File: src/design/pwm_gen_map.svh
// Register map, field positions and reset values of the pulse-width generator
`ifndef PWM_GEN_MAP_SVH
`define PWM_GEN_MAP_SVH
`define PWM_BASE_FIRST 32'h0000_5800
`define PWM_BASE_LAST 32'h0000_5870
`define PWM_BASE_STEP 32'h0000_0010
`define PWM_INSTANCES 8
`define PWM_OFF_HIGH 4'h0
`define PWM_OFF_LOW 4'h4
`define PWM_OFF_CFG 4'h8
`define PWM_HIGH_RESET 16'h0000
`define PWM_LOW_RESET 16'hffff
`define PWM_CFG_RESET 7'h00
`define PWM_CFG_ENABLE 0
`define PWM_CFG_CLKSEL 1
`define PWM_CFG_INVERT 2
`define PWM_CFG_DIV_LSB 3
`define PWM_CFG_DIV_MSB 6
`endif

File: src/design/pwm_gen_pkg.sv
// Types of the pulse-width generator
`default_nettype none
package pwm_gen_pkg;
  typedef enum logic [1:0] {
    ph_off = 2'b01,
    ph_on = 2'b10
  } phase_t;

  typedef struct packed {
    logic [15:0] high_phase_count;
    logic [15:0] low_phase_count;
    logic [6:0] config_bits;
    logic [15:0] live_high;
    logic [15:0] live_low;
    logic [15:0] down;
    logic [3:0] div;
    phase_t phase;
    logic pwm_out;
    logic [31:0] rdata;
    logic fast_s1;
    logic fast_s2;
    logic fast_s3;
    logic slow_s1;
    logic slow_s2;
    logic slow_s3;
  } state_t;
endpackage : pwm_gen_pkg
`default_nettype wire

File: src/design/fan_led_pwm_generator.sv
// Eight pulse-width generators behind the internal register bus
//
// Function
// - Output toggles, holds fully high, or holds fully low.
// - Count tick is the selected source clock, divided by the pre-divider field plus one.
// - Fast source is the 48 MHz oscillator, slow source the 100 kHz clock.
// - High-phase count n gives n+1 ticks in the on state.
// - Low-phase count n gives n+1 ticks in the off state.
// - Period is (div+1) times the sum of both phases plus two.
// - On fraction is (high+1) over (high+1)+(low+1).
// - High count zero with low count nonzero holds output off.
// - Low count zero holds output on.
// - Eight instances at 0x5800 to 0x5870, stride 0x10, three registers each.
// - Pre-divider divides the source by its value plus one.
// - Invert bit set makes the on state active low.
// - Clock select set picks the slow source, clear the fast one.
// - Enable clear resets counters, phase off, output inactive; counts stay accessible.
`timescale 1ns/10ps
`default_nettype none
`include "pwm_gen_map.svh"

module fan_led_pwm_generator
  import pwm_gen_pkg::*;
(
  // Clock and reset
  input wire logic clock,
  input wire logic rstn,
  input wire logic clock_en,
  // Source clocks, foreign to this domain
  input wire logic fast_clock_input,
  input wire logic slow_clock_input,
  // Register bus
  input wire logic [31:0] addr,
  input wire logic rd_en,
  input wire logic wr_en,
  input wire logic [31:0] wdata,
  output logic [31:0] rdata,
  // Outputs to the pins
  output logic [7:0] pwm_output
);
  // ====================================================================
  // Address decode
  logic hit;
  logic [2:0] sel;
  logic [3:0] off;
  always_comb begin
    hit = (addr >= `PWM_BASE_FIRST) && (addr <= (`PWM_BASE_LAST + 32'h0000_000c));
    sel = addr[6:4];
    off = addr[3:0];
  end

  logic [`PWM_INSTANCES-1:0][31:0] rd_word;

  // ====================================================================
  // Generator instances
  genvar g;
  generate
    for (g = 0; g < `PWM_INSTANCES; g++) begin : gen_pwm
      state_t st;
      state_t next_st;
      logic me;
      logic tick;
      logic src_edge;
      logic [3:0] div_max;
      logic en;
      logic inv;

      always_comb begin
        next_st = st;
        me = hit && (sel == 3'(g));
        en = st.config_bits[`PWM_CFG_ENABLE];
        inv = st.config_bits[`PWM_CFG_INVERT];
        div_max = st.config_bits[`PWM_CFG_DIV_MSB:`PWM_CFG_DIV_LSB];
        // ====================================================================
        // Two-stage synchronisers, third stage only for edge detection
        next_st.fast_s1 = fast_clock_input;
        next_st.fast_s2 = st.fast_s1;
        next_st.fast_s3 = st.fast_s2;
        next_st.slow_s1 = slow_clock_input;
        next_st.slow_s2 = st.slow_s1;
        next_st.slow_s3 = st.slow_s2;
        // Fast source above half of this clock cannot be sampled faithfully
        if (st.config_bits[`PWM_CFG_CLKSEL]) begin
          src_edge = st.slow_s2 && !st.slow_s3;
        end else begin
          src_edge = st.fast_s2 && !st.fast_s3;
        end
        tick = 1'b0;

        // ====================================================================
        // Register writes
        if (me && wr_en) begin
          case (off)
            `PWM_OFF_HIGH: next_st.high_phase_count = wdata[15:0];
            `PWM_OFF_LOW: next_st.low_phase_count = wdata[15:0];
            `PWM_OFF_CFG: next_st.config_bits = wdata[6:0];
            default: ;
          endcase
        end

        // ====================================================================
        // Phase counter
        // Disable clears the counters but keeps the counts live for reload
        if (!en) begin
          next_st.down = 16'h0000;
          next_st.div = 4'h0;
          next_st.phase = ph_off;
          next_st.live_high = st.high_phase_count;
          next_st.live_low = st.low_phase_count;
          next_st.pwm_out = inv;
        end else begin
          if (src_edge) begin
            // Compare with >= so a smaller divider written mid-count takes at once
            if (st.div >= div_max) begin
              next_st.div = 4'h0;
              tick = 1'b1;
            end else begin
              next_st.div = st.div + 4'h1;
            end
          end
          if (tick) begin
            case (st.phase)
              ph_on: begin
                if (st.down == 16'h0000) begin
                  next_st.phase = ph_off;
                  next_st.down = st.live_low;
                end else begin
                  next_st.down = st.down - 16'h0001;
                end
              end
              ph_off: begin
                if (st.down == 16'h0000) begin
                  // Period boundary: latch new counts
                  next_st.live_high = st.high_phase_count;
                  next_st.live_low = st.low_phase_count;
                  next_st.phase = ph_on;
                  next_st.down = st.high_phase_count;
                end else begin
                  next_st.down = st.down - 16'h0001;
                end
              end
              default: begin
                next_st.phase = ph_off;
                next_st.down = 16'h0000;
              end
            endcase
          end

          // ====================================================================
          // Output level
          // Full on wins when both counts are zero
          if (st.live_low == 16'h0000) begin
            next_st.pwm_out = !inv;
          end else if (st.live_high == 16'h0000) begin
            next_st.pwm_out = inv;
          end else if (st.phase == ph_on) begin
            next_st.pwm_out = !inv;
          end else begin
            next_st.pwm_out = inv;
          end
        end

        // ====================================================================
        // Read word
        // Built from next_st so a read beside a write returns the new value
        next_st.rdata = 32'h0000_0000;
        case (off)
          `PWM_OFF_HIGH: next_st.rdata = {16'h0000, next_st.high_phase_count};
          `PWM_OFF_LOW: next_st.rdata = {16'h0000, next_st.low_phase_count};
          `PWM_OFF_CFG: next_st.rdata = {25'h000_0000, next_st.config_bits};
          default: ;
        endcase
        if (!(me && rd_en)) begin
          next_st.rdata = 32'h0000_0000;
        end
      end

      // ====================================================================
      // State register
      // Clock enable low holds every field, synchronisers included
      always_ff @(posedge clock or negedge rstn) begin
        if (!rstn) begin
          st <= '{
            high_phase_count: `PWM_HIGH_RESET,
            low_phase_count: `PWM_LOW_RESET,
            config_bits: `PWM_CFG_RESET,
            live_high: `PWM_HIGH_RESET,
            live_low: `PWM_LOW_RESET,
            down: 16'h0000,
            div: 4'h0,
            phase: ph_off,
            pwm_out: 1'b0,
            rdata: 32'h0000_0000,
            fast_s1: 1'b0,
            fast_s2: 1'b0,
            fast_s3: 1'b0,
            slow_s1: 1'b0,
            slow_s2: 1'b0,
            slow_s3: 1'b0
          };
        end else if (clock_en) begin
          st <= next_st;
        end
      end

      assign rd_word[g] = st.rdata;
      assign pwm_output[g] = st.pwm_out;
    end
  endgenerate

  // ====================================================================
  // Read mux: non-selected instances return zero
  always_comb begin
    rdata = 32'h0000_0000;
    for (int i = 0; i < `PWM_INSTANCES; i++) begin
      rdata = rdata | rd_word[i];
    end
  end
endmodule : fan_led_pwm_generator
`default_nettype wire

File: config.mk
export PLATFORM = sky130hd
export DESIGN_NAME = fan_led_pwm_generator
export DESIGN_NICKNAME = d
export VERILOG_FILES = /design/src/design/pwm_gen_pkg.sv /design/src/design/fan_led_pwm_generator.sv
export VERILOG_INCLUDE_DIRS = /design/src /design/src/design
export SDC_FILE = /design/constraint.sdc
export NUM_CORES = 2
export LEC_CHECK = 0
export ABC_AREA = 1
export CELL_PAD_IN_SITES_DETAIL_PLACEMENT = 1
export CELL_PAD_IN_SITES_GLOBAL_PLACEMENT = 2
export CORE_UTILIZATION = 30
export CTS_CLUSTER_DIAMETER = 60
export DETAILED_ROUTE_END_ITERATION = 6
export DONT_BUFFER_PORTS = 1
export PLACE_DENSITY = 0.74
export SYNTH_ARGS = -nofsm -noshare
export SYNTH_HDL_FRONTEND = slang
export SYNTH_SLANG_ARGS = --single-unit
File: constraint.sdc
create_clock -name clock -period 6.4 [get_ports clock]
set_clock_uncertainty 0.15 [all_clocks]
set_input_delay 0.64 -clock clock [delete_from_list [all_inputs] [get_ports clock]]
set_output_delay 0.64 -clock clock [all_outputs]
set_load 0.02 [all_outputs]
Word-level counts from Yosys, hierarchy flattened
Index checks and enable logic that the tools add are counted.
{"block": "word_totals", "mem_count": 0, "latchBits": 0, "romBits": 0, "register_bits": 1014, "output_inout_bits": 40, "ramBits": 0}
{"block": "classes", "shift": 0, "magnitude_cmp": 10, "n_mul": 0, "n_mux": 208, "bitwise_logic": 7, "eq_ne": 73, "n_reduce_logical": 95, "div_mod_pow": 0, "n_addsub": 16}
{"op": "2-to-1 mux 32 bit", "n": 24}
{"op": "2-to-1 mux 16 bit", "n": 32}
{"op": "2-to-1 mux 55 bit", "n": 8}
{"op": "logical NOT 16 bit", "n": 24}
{"op": "2-to-1 mux 48 bit", "n": 8}
{"op": "one-hot mux 16 bit (3 select lines)", "n": 8}
{"op": "2-to-1 mux 39 bit", "n": 8}
{"op": "one-hot mux 16 bit (2 select lines)", "n": 8}
{"op": "bitwise OR 32 bit", "n": 7}
{"op": "subtractor 16 x 1 -> 16 bit, second input constant", "n": 8}
{"op": "2-to-1 mux 4 bit", "n": 16}
{"op": "!= test 2 x 1 -> 1 bit, second input constant", "n": 32}
{"op": "AND reduction 4 bit", "n": 16}
{"op": "2-to-1 mux 1 bit", "n": 56}
{"op": "2-to-1 mux 7 bit", "n": 8}
{"op": "2-to-1 mux 2 bit", "n": 24}
{"op": "!= test 3 bit, second input constant", "n": 16}
{"op": "adder 4 x 1 -> 4 bit, second input constant", "n": 8}
{"op": ">= comparator 32 x 15 -> 1 bit, second input constant", "n": 1}
{"op": ">= comparator 4 bit", "n": 8}
{"op": "<= comparator 32 x 15 -> 1 bit, second input constant", "n": 1}
{"op": "one-hot mux 2 bit (2 select lines)", "n": 8}
{"op": "AND reduction 2 bit", "n": 16}
{"op": "logical AND 1 bit", "n": 27}
{"op": "10 further kinds", "n": 37}

Logic depth before layout (Yosys ltp)
{"block": "depth", "word_depth": 7, "mapped_depth": 15, "mapped_depth_nobuf": 14}

Least setup slack after synthesis
Ideal clock, no wire load.
{"block": "synth_timing", "kind": "input -> register", "start": "input addr[1]", "end": "register gen_pwm[7].st[11] (netlist name)", "setup_ps": 117, "t_required_ps": 6133, "path_slack_ps": 3844, "stages": 12, "t_arrival_ps": 2289, "cell_sequence": "nor2_1 -> inv_2 -> nor3_2 -> inv_2 -> clkbuf_1 -> buf_2 -> nor2_1 -> nand4_1 -> nand3_1 -> nand3_1 -> nand2_1 -> nand2_1"}
{"block": "synth_via", "elab_chain_cells": 7, "elab_cells_between_ends": 15}
{"element": "from (decl)", "line_no": "fan_led_pwm_generator.sv:33", "rtl": "input wire logic [31:0] addr,"}
{"element": ">= comparator 32 x 15 -> 1 bit (no source line) or <= comparator 32 x 15 -> 1 bit (tied branches)"}
{"element": "logical AND 1 bit", "line_no": "fan_led_pwm_generator.sv:47", "rtl": "hit = (addr >= `PWM_BASE_FIRST) && (addr <= (`PWM_BASE_LAST + 32'h0000_000c));"}
{"element": "logical AND 1 bit", "line_no": "fan_led_pwm_generator.sv:70", "rtl": "me = hit && (sel == 3'(g));"}
{"element": "logical AND 1 bit", "line_no": "fan_led_pwm_generator.sv:92", "rtl": "if (me && wr_en) begin"}
{"element": "2-to-1 mux 39 bit", "line_no": "fan_led_pwm_generator.sv:92"}
{"element": "one-hot mux 16 bit (3 select lines)", "line_no": "fan_led_pwm_generator.sv:167", "rtl": "case (off)"}
{"element": "2-to-1 mux 32 bit (*)", "line_no": "fan_led_pwm_generator.sv:173", "rtl": "if (!(me && rd_en)) begin"}
{"element": "to (signal assigned)", "line_no": "fan_led_pwm_generator.sv:183", "rtl": "st <= '{"}
{"element": "to (signal assigned)", "line_no": "fan_led_pwm_generator.sv:202", "rtl": "st <= next_st;"}
{"element": "to (decl)", "line_no": "fan_led_pwm_generator.sv:59", "rtl": "state_t st;"}
Every way passes the cells marked *; elsewhere a longest branch is shown, timed or not.
A chain may end at the register's enable or synchronous reset.

Worst setup path in the final report
{"block": "layout_timing", "start": "input addr[5]", "end": "register gen_pwm[3].st[12] (netlist name)"}
{"block": "layout_via", "elab_chain_cells": 7, "elab_cells_between_ends": 10}
{"element": ">= comparator 32 x 15 -> 1 bit (no source line) or <= comparator 32 x 15 -> 1 bit (tied branches)"}
{"element": "logical AND 1 bit", "line_no": "fan_led_pwm_generator.sv:47"}
{"element": "logical AND 1 bit (*)", "line_no": "fan_led_pwm_generator.sv:70"}
{"element": "logical AND 1 bit", "line_no": "fan_led_pwm_generator.sv:92"}
{"element": "2-to-1 mux 39 bit", "line_no": "fan_led_pwm_generator.sv:92"}
{"element": "one-hot mux 16 bit (3 select lines)", "line_no": "fan_led_pwm_generator.sv:167"}
{"element": "2-to-1 mux 32 bit (*)", "line_no": "fan_led_pwm_generator.sv:173"}
{"element": "to (signal assigned)", "line_no": "fan_led_pwm_generator.sv:183"}
{"element": "to (signal assigned)", "line_no": "fan_led_pwm_generator.sv:202"}
{"element": "to (decl)", "line_no": "fan_led_pwm_generator.sv:59"}
Marked as above.

==> flow_summary.toml <==
[sta]
setup_viol = 0
tightest_slew_ps = 1826
timing.final.crit_share = 0.5635
rsz0062_at_grt = "false"
fmax_mhz = 277.3
maxSlewHeadroom = -0.2177
hold_ws_ps = 38.90
tns_ps = 0
hold_viol_final = 0
min_period_ps = 3606
slew_viol_final = 297

[yosys]
ys_ff_latch = 886
synth_cell_type_count = 41
synth_edf_count = 0
netlist_area_sq_um = 47700
synth-main-ff-cell = "dfrtp_1"
synth_async_sr_flop_share = 1.000
synth_cells = 6224
seq_area_frac_synth = 0.4718
ys_warn_count = 0
syn-mean-instance-area_sq_um = 7.663

[cells_and_area]
nets = 6209
fin_cells = 8236
drive_gt1_frac = 0.09237
area_growth_pct = 12.85
final_common_cell = "nand2_1"
layout_common_cells = "nand2_1, o21ai_0, dfrtp_1"

[global_route]
grt_pass1_vias = 44910
grt_usage = 0.2447
grt_pass1_wl_um = 298200
grt_max_degree = 887
grt_overflow = 0
antenna_found_initial = 6

[clock_tree]
cts_made_buffers = 117
cts.sinks = 886
hold_buffers = 25
cts.repair.resized = 0
clk_root_buffer_cell = "clkbuf_16"
clk_latency_ps = 770
cts_max_level = 3
cts_buffer_depth = 3
cts_tree = "done"
postCtsSetupBuffers = 0
path_clk_slew_ps = 60

[detailed_routing]
dr.pass1.iters = 5
routedWlPerCell_um = 24.14
drtAntennaViolNets = 0
drcViolationCount = 0
routed_wl_um = 198800
drt_iter0_markers = 3628
viasPerCell = 5.414
routed-via-count = 44590

[worst_setup_path]
required_ps = 6910
crit_fanout = 49
crit_slowest_cell = "inv_1"
critPathMostFrequentCell = "nand2_1"
end_kind = "flip-flop"
crit_type = "input port to flip-flop"
path_delay_family = "simple AND/OR/NAND/NOR gates"
slowest_delay_ps = 840
cp.arrival_ps = 4120
crit_buf_inv = 2
crit_chain = "nand2_1 > nor2_4 > nand4_1 > nand2_2 > nand4_1 > buf_4 > inv_1 > nand2_1 > nand3_1 > nand3_1 > nand2_1 > nand2_1"
crit_path_start_kind = "input port"

[outcome]
violations = "slew limit"
status = "complete, but fails checks"

[run]
max-cap-violations = 0

[min_path]
min_path_type = "input port to flip-flop"

[floorplanning]
fp-row-count = 145
die_w_um = 400.7
ios = 111
start_util = 0.3039
core_area_sq_um = 156900
die_y_um = 400.7
dieArea_sq_um = 160600

[pwr]
power.total_mw = 24.06
ir_drop_uv = 229.3
leakage_nw = 23.40
power_density_nw_per_um2 = 447.0

[place]
placed_cells = 7974
finalWeightedCongestion = 0.8652
io_buffers = 0
hpwl_um = 123300
==> stage by stage <==
| step | cell area [sq um] | util | worst slack (ps) |
|---|---|---|---|
| final | 53820 | 0.3430 | 2794 |
| after global routing | 53810 | 0.3429 | 2605 |
| after CTS | 53660 | 0.3419 | 2814 |
| after detailed placement | 49410 | 0.3149 | 1983 |
| after global placement | 49410 | 0.3149 | 2027 |
| after floorplan | 47750 | - | 3844 |
==> worst paths after layout <==
path,start,slack [ps],to,cells after the start
setup / recovery,addr[5],2790,gen_pwm[3].st[12],12
hold reg to reg,gen_pwm[2].st[115],320,gen_pwm[2].st[76],2
hold / removal,wr_en,40,gen_pwm[5].st[104],3
min in group asynchronous,rstn,170,gen_pwm[2].st[84],1
setup reg to reg,gen_pwm[7].next_st[3],2970,gen_pwm[5].st[57],13
max in group asynchronous,rstn,3020,gen_pwm[0].st[116],4
==> per-layer routing <==
| metal | share of wire | up-vias | wire length, um | track usage |
|---|---|---|---|---|
| met2 | 0.44 | 1085 | 88390 | 0.3776 |
| met1 | 0.46 | 22600 | 90830 | 0.3406 |
| met5 | 0.00012 | - | 23 | 0 |
| met4 | 0.042 | 4 | 8422 | 0.1017 |
| met3 | 0.056 | 299 | 11160 | 0.03705 |
| li1 | - | 20600 | - | - |
==> cells by family after synthesis <==
family,synth area share
buf+inv,0.07791
compound gates,0.1773
simple gates,0.2392
flops,0.4718
xor+xnor,0.01487
fa+ha+maj,0.01889
other cells,0.00007862
==> power breakdown <==
part | total [mW] | internal, mW | switching [mW] | leakage (nW)
Sequential | 8.31 | 7.30 | 1.01 | 11.1
Combinational | 8.96 | 2.79 | 6.17 | 10.4
Clock | 6.79 | 3.96 | 2.83 | 1.93
==> layout make-up <==
class                      instances  area, sq um
timing repair buffer             100         1008
clock buffer                     172         3407
sequential                       886        22500
clock inverter                    52        555.5
inverter                         568         2143
antenna                            7        17.52
tap                             2058         2575
fill                           18800       103100
multi-input combinational       4393        21610
==> cells in the mapped netlist (2+ instances only) <==
library cell  count  share of area
nand2_1        1531           0.12
o21ai_0        1136           0.12
dfrtp_1         622           0.33
inv_1           556          0.044
nand3_1         534          0.056
clkbuf_1        323          0.025
nor2_1          270          0.021
dfstp_2         264           0.15
nand4_1         181          0.024
o21ai_1         110          0.012
o211ai_1        107          0.017
nor4_1           83          0.011
ha_1             72          0.019
xor2_1           70          0.013
a21oi_1          68         0.0071
o21bai_1         56         0.0088
nor3_1           39         0.0041
o22ai_1          34         0.0045
buf_1            27         0.0021
buf_4            24         0.0038
a22oi_1          22         0.0035
buf_2            18         0.0019
xnor2_1          11         0.0020
a21boi_0          9         0.0014
o21a_1            8         0.0013
a22o_1            7         0.0013
clkinv_1          7        0.00055
or2_2             6        0.00079
a31oi_1           5        0.00066
inv_2             5        0.00039
a32oi_1           3        0.00055
nand3b_1          3        0.00047
o31ai_1           3        0.00047
and2_1            2        0.00026
nor3_2            2        0.00042
==> sequential cells by signal, indices dropped and copies added (netlist names) <==
| signal | count |
|---|---|
| gen_pwm.next_st | 4 |
| gen_pwm.inv | 8 |
| pwm_output | 8 |
| gen_pwm.st | 826 |
| gen_pwm.en | 8 |
| gen_pwm.div_max | 32 |
==> worst reg2reg max path, delay by kind of cell (launching register included) <==
family	cells	cell delay [ps]
compound gates	1	200
buf+inv	5	1240
flops	1	370
simple gates	7	1320
No activity file was read; power rests on OpenSTA's default activity.
